$ cat src/hdl/pcs_pkg.sv
package pcs_pkg;

    // ****************************************************************
    // Widths and constants
    // ****************************************************************

    // Program counter width.
    localparam int PC_WIDTH = 13;
    // Width of the low byte and of the file-select pointer.
    localparam int BYTE_WIDTH = 8;
    // Number of return stack entries.
    localparam int STACK_DEPTH = 8;
    // Width of an indirect data address.
    localparam int DATA_ADDR_WIDTH = 9;
    // Width of the address operand of call and jump.
    localparam int OPERAND_WIDTH = 11;
    // Bank select position in the status byte.
    localparam int BANK_BIT_POS = 7;
    // Direct address of the indirect data port in a bank.
    localparam logic [7:0] INDIRECT_PORT_ADDR = 8'h00;
    // Program counter value after reset.
    localparam logic [12:0] PC_RESET = 13'h0000;
    // High latch value after reset.
    localparam logic [4:0] LATCH_RESET = 5'h00;
    // Read value of the port read through itself.
    localparam logic [7:0] SELF_READ_VALUE = 8'h00;

    // Flow operation requested by the decoder, one-hot.
    typedef enum logic [6:0] {
        PCS_OP_STEP   = 7'h01,
        PCS_OP_CALL   = 7'h02,
        PCS_OP_JUMP   = 7'h04,
        PCS_OP_RETURN = 7'h08,
        PCS_OP_IRQ    = 7'h10,
        PCS_OP_HOLD   = 7'h20,
        PCS_OP_LOWWR  = 7'h40
    } pcs_op_e;

endpackage

$ cat src/hdl/pcs_stack_if.sv
// Carries push and pop requests between the counter logic and the stack.
interface pcs_stack_if;
    import pcs_pkg::*;
    logic push;
    logic pop;
    logic [PC_WIDTH-1:0] push_data;
    logic [PC_WIDTH-1:0] top_data;
    modport ctrl (output push, output pop, output push_data, input top_data);
    modport stack (input push, input pop, input push_data, output top_data);
endinterface

$ cat src/hdl/pcs_flow_core.sv
// ****************************************************************
// Program flow and indirect addressing
// ****************************************************************

// Operation
// - The program counter is thirteen bits wide.
// - Only the low byte is directly readable and writable; upper bits come from the latch.
// - A low-byte write copies latch bits 4 to 0 into the upper counter bits.
// - Call and jump take the top two counter bits from latch bits 4 to 3.
// - Every reset clears the whole program counter.
// - The return stack holds eight hidden thirteen-bit entries.
// - Calls and interrupt vectoring push the counter.
// - A return pops the stack into the counter.
// - Push and pop leave the high latch untouched.
// - The stack is circular and the ninth push overwrites the first.
// - Overflow and underflow wrap silently with no status.
// - The indirect port has no storage and accesses the pointed location.
// - Reading the port through itself returns zero.
// - Writing the port through itself stores nothing.
// - The indirect address is the bank bit above the eight-bit pointer.
module pcs_flow_core
    import pcs_pkg::*;
#(
    parameter logic [12:0] IRQ_VECTOR = 13'h0004
) (
    // Clock and reset.
    input wire logic clock,
    input wire logic resetn,
    // Flow request from the decoder.
    input wire logic [6:0] flow_op,
    input wire logic [10:0] address_operand,
    input wire logic [7:0] low_byte_wdata,
    input wire logic latch_we,
    input wire logic [4:0] latch_wdata,
    // Program counter view.
    output logic [12:0] program_counter,
    output logic [7:0] pc_low_byte,
    output logic [4:0] pc_high_latch,
    // Indirect access from the decoder.
    input wire logic [7:0] file_select_pointer,
    input wire logic [7:0] status_byte,
    input wire logic ind_rd,
    input wire logic ind_wr,
    input wire logic [7:0] ind_wdata,
    output logic [7:0] ind_rdata,
    // Data memory side.
    output logic [8:0] mem_addr,
    output logic mem_rd,
    output logic mem_wr,
    output logic [7:0] mem_wdata,
    input wire logic [7:0] mem_rdata
);

    // ****************************************************************
    // Counter and latch
    // ****************************************************************

    pcs_stack_if sif ();

    logic [12:0] pc;
    logic [12:0] next_pc;
    logic [4:0] latch;
    logic [4:0] next_latch;
    logic [12:0] pc_plus;
    pcs_op_e op;

    assign op = pcs_op_e'(flow_op);
    assign pc_plus = 13'(pc + 1'b1);

    // Chooses the next counter value from the requested operation.
    always_comb begin
        next_pc = pc_plus;
        sif.push = 1'b0;
        sif.pop = 1'b0;
        sif.push_data = pc_plus;
        case (op)
            PCS_OP_STEP: begin
                next_pc = pc_plus;
            end
            PCS_OP_CALL: begin
                sif.push = 1'b1;
                next_pc = {latch[4:3], address_operand};
            end
            PCS_OP_JUMP: begin
                next_pc = {latch[4:3], address_operand};
            end
            PCS_OP_RETURN: begin
                sif.pop = 1'b1;
                next_pc = sif.top_data;
            end
            PCS_OP_IRQ: begin
                sif.push = 1'b1;
                sif.push_data = pc;
                next_pc = IRQ_VECTOR;
            end
            PCS_OP_HOLD: begin
                next_pc = pc;
            end
            PCS_OP_LOWWR: begin
                next_pc = {latch, low_byte_wdata};
            end
            default: begin
                next_pc = pc_plus;
            end
        endcase
    end

    // The latch changes only by its own write, never by stack traffic.
    always_comb begin
        next_latch = latch;
        if (latch_we) begin
            next_latch = latch_wdata;
        end
    end

    // Counter and latch registers, cleared on reset.
    always_ff @(posedge clock) begin
        if (!resetn) begin
            pc <= PC_RESET;
            latch <= LATCH_RESET;
        end else begin
            pc <= next_pc;
            latch <= next_latch;
        end
    end

    assign program_counter = pc;
    assign pc_low_byte = pc[7:0];
    assign pc_high_latch = latch;

    pcs_return_stack #(
        .DEPTH(STACK_DEPTH)
    ) u_stack (
        .clock(clock),
        .resetn(resetn),
        .sif(sif)
    );

    // ****************************************************************
    // Indirect access
    // ****************************************************************

    logic self_sel;
    logic self_rd_q;

    // Bank bit sits above the pointer to form the data address.
    assign mem_addr = {status_byte[BANK_BIT_POS], file_select_pointer};
    assign self_sel = file_select_pointer == INDIRECT_PORT_ADDR;
    assign mem_rd = ind_rd && !self_sel;
    assign mem_wr = ind_wr && !self_sel;
    assign mem_wdata = ind_wdata;

    // Records whether the previous cycle read the port through itself.
    always_ff @(posedge clock) begin
        if (!resetn) begin
            self_rd_q <= 1'b0;
        end else begin
            self_rd_q <= ind_rd && self_sel;
        end
    end

    // Read data is the pointed location, or zero after a read of the port through itself.
    assign ind_rdata = self_rd_q ? SELF_READ_VALUE : mem_rdata;

    // ****************************************************************
    // Checks
    // ****************************************************************

    a_reset_clear: assert property (@(posedge clock)
        !resetn |=> pc == PC_RESET)
        else $error("Counter not cleared by reset.");
    a_low_write: assert property (@(posedge clock) disable iff (!resetn)
        op == PCS_OP_LOWWR |=> pc == {$past(latch), $past(low_byte_wdata)})
        else $error("Low byte write loaded wrong counter.");
    a_call_target: assert property (@(posedge clock) disable iff (!resetn)
        op == PCS_OP_CALL || op == PCS_OP_JUMP
        |=> pc == {$past(latch[4:3]), $past(address_operand)})
        else $error("Call or jump target wrong.");
    a_call_return: assert property (@(posedge clock) disable iff (!resetn)
        op == PCS_OP_CALL ##1 op == PCS_OP_RETURN
        |=> pc == 13'($past(pc, 2) + 1'b1))
        else $error("Return did not restore the caller.");
    a_latch_kept: assert property (@(posedge clock) disable iff (!resetn)
        (sif.push || sif.pop) && !latch_we |=> $stable(latch))
        else $error("Stack traffic changed the latch.");
    a_self_write: assert property (@(posedge clock) disable iff (!resetn)
        ind_wr && file_select_pointer == 8'h00 |-> !mem_wr)
        else $error("Self write reached memory.");
    a_self_read: assert property (@(posedge clock) disable iff (!resetn)
        ind_rd && self_sel |=> ind_rdata == 8'h00)
        else $error("Self read not zero.");
    a_bank_addr: assert property (@(posedge clock) disable iff (!resetn)
        mem_rd |-> mem_addr[8] == status_byte[7])
        else $error("Bank bit missing from address.");
    a_irq_push: assert property (@(posedge clock) disable iff (!resetn)
        op == PCS_OP_IRQ |-> sif.push ##1 pc == IRQ_VECTOR)
        else $error("Interrupt did not push and vector.");

    c_call: cover property (@(posedge clock) disable iff (!resetn)
        op == PCS_OP_CALL ##[1:20] op == PCS_OP_RETURN);
    c_irq: cover property (@(posedge clock) disable iff (!resetn) op == PCS_OP_IRQ);
    c_lowwr: cover property (@(posedge clock) disable iff (!resetn) op == PCS_OP_LOWWR);
    c_self: cover property (@(posedge clock) disable iff (!resetn) ind_rd && self_sel);
endmodule

$ cat src/hdl/pcs_return_stack.sv
// Circular return stack with a hidden pointer.
module pcs_return_stack
    import pcs_pkg::*;
#(
    parameter int DEPTH = STACK_DEPTH
) (
    // Clock and reset.
    input wire logic clock,
    input wire logic resetn,
    // Stack requests.
    pcs_stack_if.stack sif
);
    localparam int PW = $clog2(DEPTH);

    // Refuses a depth that the wrapping pointer cannot serve.
    if (DEPTH < 2 || (DEPTH & (DEPTH - 1)) != 0) begin : g_bad_depth
        $error("Stack depth must be a power of two.");
    end

    logic [PC_WIDTH-1:0] entry [DEPTH];
    logic [PC_WIDTH-1:0] next_entry [DEPTH];
    logic [PW-1:0] ptr;
    logic [PW-1:0] next_ptr;

    // Pointer wraps silently in both directions, no overflow flag exists.
    always_comb begin
        next_ptr = ptr;
        if (sif.push) begin
            next_ptr = PW'(ptr + 1'b1);
        end else if (sif.pop) begin
            next_ptr = PW'(ptr - 1'b1);
        end
    end

    // The ninth push overwrites the oldest slot.
    generate
        for (genvar i = 0; i < DEPTH; i++) begin : g_entry
            always_comb begin
                next_entry[i] = entry[i];
                if (sif.push && PW'(ptr + 1'b1) == PW'(i)) begin
                    next_entry[i] = sif.push_data;
                end
            end
            always_ff @(posedge clock) begin
                entry[i] <= next_entry[i];
            end
        end
    endgenerate

    // Pointer register.
    always_ff @(posedge clock) begin
        if (!resetn) begin
            ptr <= '0;
        end else begin
            ptr <= next_ptr;
        end
    end

    assign sif.top_data = entry[ptr];

    a_stack_wrap: assert property (@(posedge clock) disable iff (!resetn)
        sif.push && !sif.pop |=> ptr == PW'($past(ptr) + 1'b1))
        else $error("Stack pointer did not advance on push.");
    a_push_pop_top: assert property (@(posedge clock) disable iff (!resetn)
        sif.push |=> !sif.pop || sif.top_data == $past(sif.push_data))
        else $error("Pop did not return the last pushed value.");
endmodule

$ cat config.mk
export PLATFORM = sky130hd
export DESIGN_NAME = pcs_flow_core
export DESIGN_NICKNAME = d
export VERILOG_FILES = /design/src/hdl/pcs_pkg.sv /design/src/hdl/pcs_stack_if.sv /design/src/hdl/pcs_flow_core.sv /design/src/hdl/pcs_return_stack.sv
export SDC_FILE = /design/constraint.sdc
export NUM_CORES = 1
export LEC_CHECK = 0
export BUFFER_PORTS_ARGS = -buffer_cell sky130_fd_sc_hd__buf_2
export CAP_MARGIN = 20
export CORE_MARGIN = 1.5
export CORE_UTILIZATION = 40
export CTS_CLUSTER_DIAMETER = 200
export CTS_CLUSTER_SIZE = 20
export DETAILED_ROUTE_END_ITERATION = 8
export PLACE_DENSITY = 0.67
export SETUP_SLACK_MARGIN = 0.3
export SYNTH_ARGS = -nofsm -noshare
export SYNTH_HDL_FRONTEND = slang
export SYNTH_SLANG_ARGS = --single-unit
$ cat constraint.sdc
create_clock -name clock -period 1.85 [get_ports clock]
set_input_delay 0.185 -clock clock [delete_from_list [all_inputs] [get_ports clock]]
set_output_delay 0.185 -clock clock [all_outputs]
set_load 0.01 [all_outputs]
==> impl_summary.md <==
Global routing
The via count of the first global-routing pass is roughly 4500. Global routing used between 20% and 30% of the available tracks. The initial antenna violation count is 0. Summed over all layers, the global routing overflow is 0. Entering global routing, the biggest net connects 23 pins. The first global-routing pass estimated approximately 26 mm of wire.

Floorplanning
The floorplan step set the die width to 127 µm. Once the floorplan was initialized, standard cells occupied 40.8% of the core. The die outline area is between 15000 and 20000 µm². The total I/O pin count is 121. The floorplan has 45 rows. The floorplan step set the die height to about 130 µm. The core box area is between 15000 and 20000 µm².

Finish
The most common library cell in the layout ignoring fill and taps is sky130_fd_sc_hd__edfxtp_1. The final cell count without fillers is about 780. The final net count is between 600 and 700. The area growth from synthesis to final layout is 32.5%. The repair_antennas step left the layout with diodes totalling 0. The footprint of the flip-flops and latches is about 3700 µm². The number of inserted filler cells in the final layout is 1220. After routing the design area is approximately 8000 µm².

Summing all multi-input logic gate instances after layout gives 2610 µm². The fraction of layout cells with a size suffix above 1 is around half. In the layout the commonest cells are sky130_fd_sc_hd__edfxtp_1 (104), sky130_fd_sc_hd__buf_2 (95), sky130_fd_sc_hd__buf_4 (40).

Route
Dividing the detail-routed wire length by the instance count gives 22.9 µm. The detailed-router iteration count before antenna repair is 5. The total wirelength of the detailed-routed design is 17.9 mm. The DRC marker count from the first detailed-route iteration is 433.

The total number of vias is around 4500. After detailed routing, the number of vias per cell comes to around 5.8. The wire length the detailed router placed on met1 is between 6 and 7 mm.

The wire length on met3 is ~1.4 mm. The number of design rule violations left after detail routing is 0. The remaining antenna violation count after routing is 0. The total met2 wirelength after detailed routing is around 9 mm. The highest layer used for signal routing is met4.

Critical path
The cell depth of the worst flop-to-flop path is 6. The endpoint identified for the worst register-to-register timing path is program_counter[9]. The worst setup path is captured at a flop. The worst setup path is launched from a flop. Along the worst path, the maximum fanout reaches 8.

For the worst setup path, the data arrival time is about 2.2 ns. The worst setup slack for register-to-register paths is -0.007 ns. At the worst endpoint, the required time is around 2.2 ns. The type of the setup path with the least slack is reg2reg.

Synth
In the synthesized netlist the async set-or-reset flop fraction comes to 0%. The adder-cell share of the synthesized area is 1.42%. The warning count from the yosys run is 0. Multiplexer cells account for approximately 11% of the synthesized area. The number of synthesized flops with an enable pin is 104. Counting flops and latches in the post-synthesis netlist gives around 130. The combinational family with the most area after synthesis is simple AND/OR/NAND/NOR gates. The share of the synthesized area in compound gates (AO/OA/AOI/OAI) is 7.19%.

The mapped netlist covers between 6000 and 7000 µm². The sequential share of the synthesized area is around three fifths. For this run, the leading register cell type out of synthesis is sky130_fd_sc_hd__edfxtp_1. The number of distinct library cells after synthesis is between 50 and 60. The area share of and/or/nand/nor cells after synthesis is between 10 and 15%. Synthesis produced a netlist with a net count of between 500 and 600. Of the total synthesized cell area, the portion taken by XOR and XNOR cells is 2.84%. The largest total area in the synthesized netlist belongs to sky130_fd_sc_hd__edfxtp_1. Dividing the synthesized area by the synthesized cell count gives between 10 and 15 µm². By area the synthesized netlist is led by sky130_fd_sc_hd__edfxtp_1 (51%), sky130_fd_sc_hd__dfxtp_1 (8.1%), sky130_fd_sc_hd__mux4_2 (7.3%), sky130_fd_sc_hd__buf_4 (3.0%), sky130_fd_sc_hd__mux4_1 (2.6%). After technology mapping, the gate count stands at 450.

The top-area cell type share of the netlist area is approximately 51%.

Pwr
The worst-case IR drop observed on VDD is between 0.6 and 0.7 mV. The static leakage is approximately 0.003 µW. The proportion of power drawn by the clock network is 46.9%. Sequential cells account for between 40% and 50% of the total power. The internal power is about 5400 µW. Summed over all nets, the switching power comes to between 1500 and 2000 µW. In this run switching power makes up approximately 22% of total power. In this run the power density over the cells is about 840 nW/µm². Per report_power, the combinational group accounts for just under 7% of the total.

Run status
The flow ran to the end, but the final reports show violations. The final reports fail on negative setup slack.

Clocking
Clock latency on the worst-skew pair, taken at its later pin, is 0.42 ns. The total number of clock tree sinks is 129. The clock transition at the register clock pins on the worst setup and hold paths after CTS is roughly 0.06 ns. TritonCTS built the clock tree. The level count of the clock H-tree is 4. The clock root buffer is sky130_fd_sc_hd__clkbuf_16.

The deepest clock path buffer count is 2. TritonCTS created 17 clock buffers.

STA
The final-layout setup total negative slack is -0.00726 ns. Across the routed clock network, the largest skew measured is around 0.0078 ns. The share of the clock period used by the worst path after layout is 100%. The final number of setup-violating endpoints is 1. On the final layout, the worst hold slack is 0.0286 ns.

The slew at the pin with the worst max-slew slack is approximately 0.64 ns. Across all setup checks in the final design, the least slack found is -0.00726 ns. After layout, the minimum clock period comes to 1.86 ns.

Setup repair after global routing could not meet its margin everywhere. The worst slew margin relative to its limit is between 50% and 60%. Timing would allow up to 0.538 GHz.

The number of hold-slack violations in the final timing report is 0. The number of pins exceeding their max-slew limit in the final report is 0.

Min path
The worst hold path terminates at pc_high_latch[3]. The worst hold path belongs to the class in2reg. The origin of the worst min-delay path is latch_wdata[3].

The hold-critical path depth is 3.

Placed design
The placed instances occupy a cell area of between 6000 and 7000 µm². In this run, placement finished with an instance count of slightly above 700. The HPWL after detailed placement is between 10 and 15 mm.

Timing analysis after detailed placement gives a worst setup slack of -0.206 ns. The number of I/O port buffers is 95. At the end of routability-driven placement, the weighted congestion stood at ~0.89.

Job
The number of max-cap violations is 0.
-- cells in the mapped netlist, types with 8 or more instances --
master and n:
sky130_fd_sc_hd__mux4_2 20, sky130_fd_sc_hd__xnor2_1 10, sky130_fd_sc_hd__dfxtp_1 25, sky130_fd_sc_hd__edfxtp_1 104, sky130_fd_sc_hd__nor2_1 24, sky130_fd_sc_hd__nor2b_1 18, sky130_fd_sc_hd__a21oi_1 9, sky130_fd_sc_hd__a211oi_1 8
sky130_fd_sc_hd__o21ai_0 8, sky130_fd_sc_hd__nand2_1 21, sky130_fd_sc_hd__and2_1 11, sky130_fd_sc_hd__xor2_1 10, sky130_fd_sc_hd__o21ai_1 10, sky130_fd_sc_hd__nand3_1 10, sky130_fd_sc_hd__clkbuf_1 16, sky130_fd_sc_hd__buf_4 25
-- area by class of cell --
type	count	share of cell area, %
Sequential cell	129	44.7
Multi-Input combinational cell	270	31.9
Timing Repair Buffer	156	13.4
Clock buffer	20	5.34
Tap cell	188	2.88
Clock inverter	12	1.67
Inverter	4	0.184
-- worst max-delay path by stage --
stage | to | start | cells past startpoint | slack [ns]
final | program_counter[9] | flop | 6 | -0.007
after global routing | program_counter[8] | flop | 5 | -0.12
after CTS | program_counter[6] | flop | 5 | 0.008
after detailed placement | program_counter[2] | flop | 6 | -0.21
after global placement | program_counter[2] | flop | 6 | -0.15
after floorplan | program_counter[8] | flop | 7 | 0.03
-- metal layers --
layer | vias up | track usage (%)
met4 | 0 | 11.6
met2 | 252 | 37.8
met5 | - | 0
met1 | 2268 | 26.8
li1 | 1968 | -
met3 | 49 | 5.36
-- kinds of logic after synthesis --
group,Yosys count
simple gates,139
xor+xnor,20
buf+inv,56
flops,129
mux,34
compound gates,65
fa+ha+maj,7
-- flip-flops by register name, summed over array words and instances, names as in the netlist, named ones only --
register / count
u_stack.entry: 104
program_counter: 13
pc_high_latch: 5
self_rd_q: 1
u_stack.ptr: 3
-- per-stage QoR --
stage / total power [µW] / util [%]
CTS: 6900 / 52.8
floorplan: 3520 / -
global route: 7070 / 54.0
detailed placement: 3660 / 45.7
global placement: 3650 / 45.7
finish: 6900 / 54.0
-- power groups by stage --
stage / Clock (µW) / Combinational [µW] / Sequential, µW
3_5_place_dp: 0 / 419 / 3240
6_report: 3240 / 478 / 3180
3_3_place_gp: 0 / 410 / 3240
4_1_cts: 3260 / 456 / 3180
5_1_grt: 3380 / 511 / 3180
2_1_floorplan: 0 / 275 / 3250
-- critical path, stage by stage (launching register included) --
cell                       delay, ns
sky130_fd_sc_hd__dfxtp_4        0.44
sky130_fd_sc_hd__buf_4          0.15
sky130_fd_sc_hd__buf_6          0.09
sky130_fd_sc_hd__buf_12         0.13
sky130_fd_sc_hd__mux4_2         0.54
sky130_fd_sc_hd__a221oi_4       0.30
sky130_fd_sc_hd__a21oi_1        0.10
-- what timing repair did --
item	in CTS	in global routing
hold buffers	1	0
gates cloned	4	1
endpoints found under the hold margin	1	0
gates resized for setup	55	27
buffers inserted	23	6
pin swaps	36	21
setup endpoints to repair	173	164
Power figures use the tool's default switching activity.
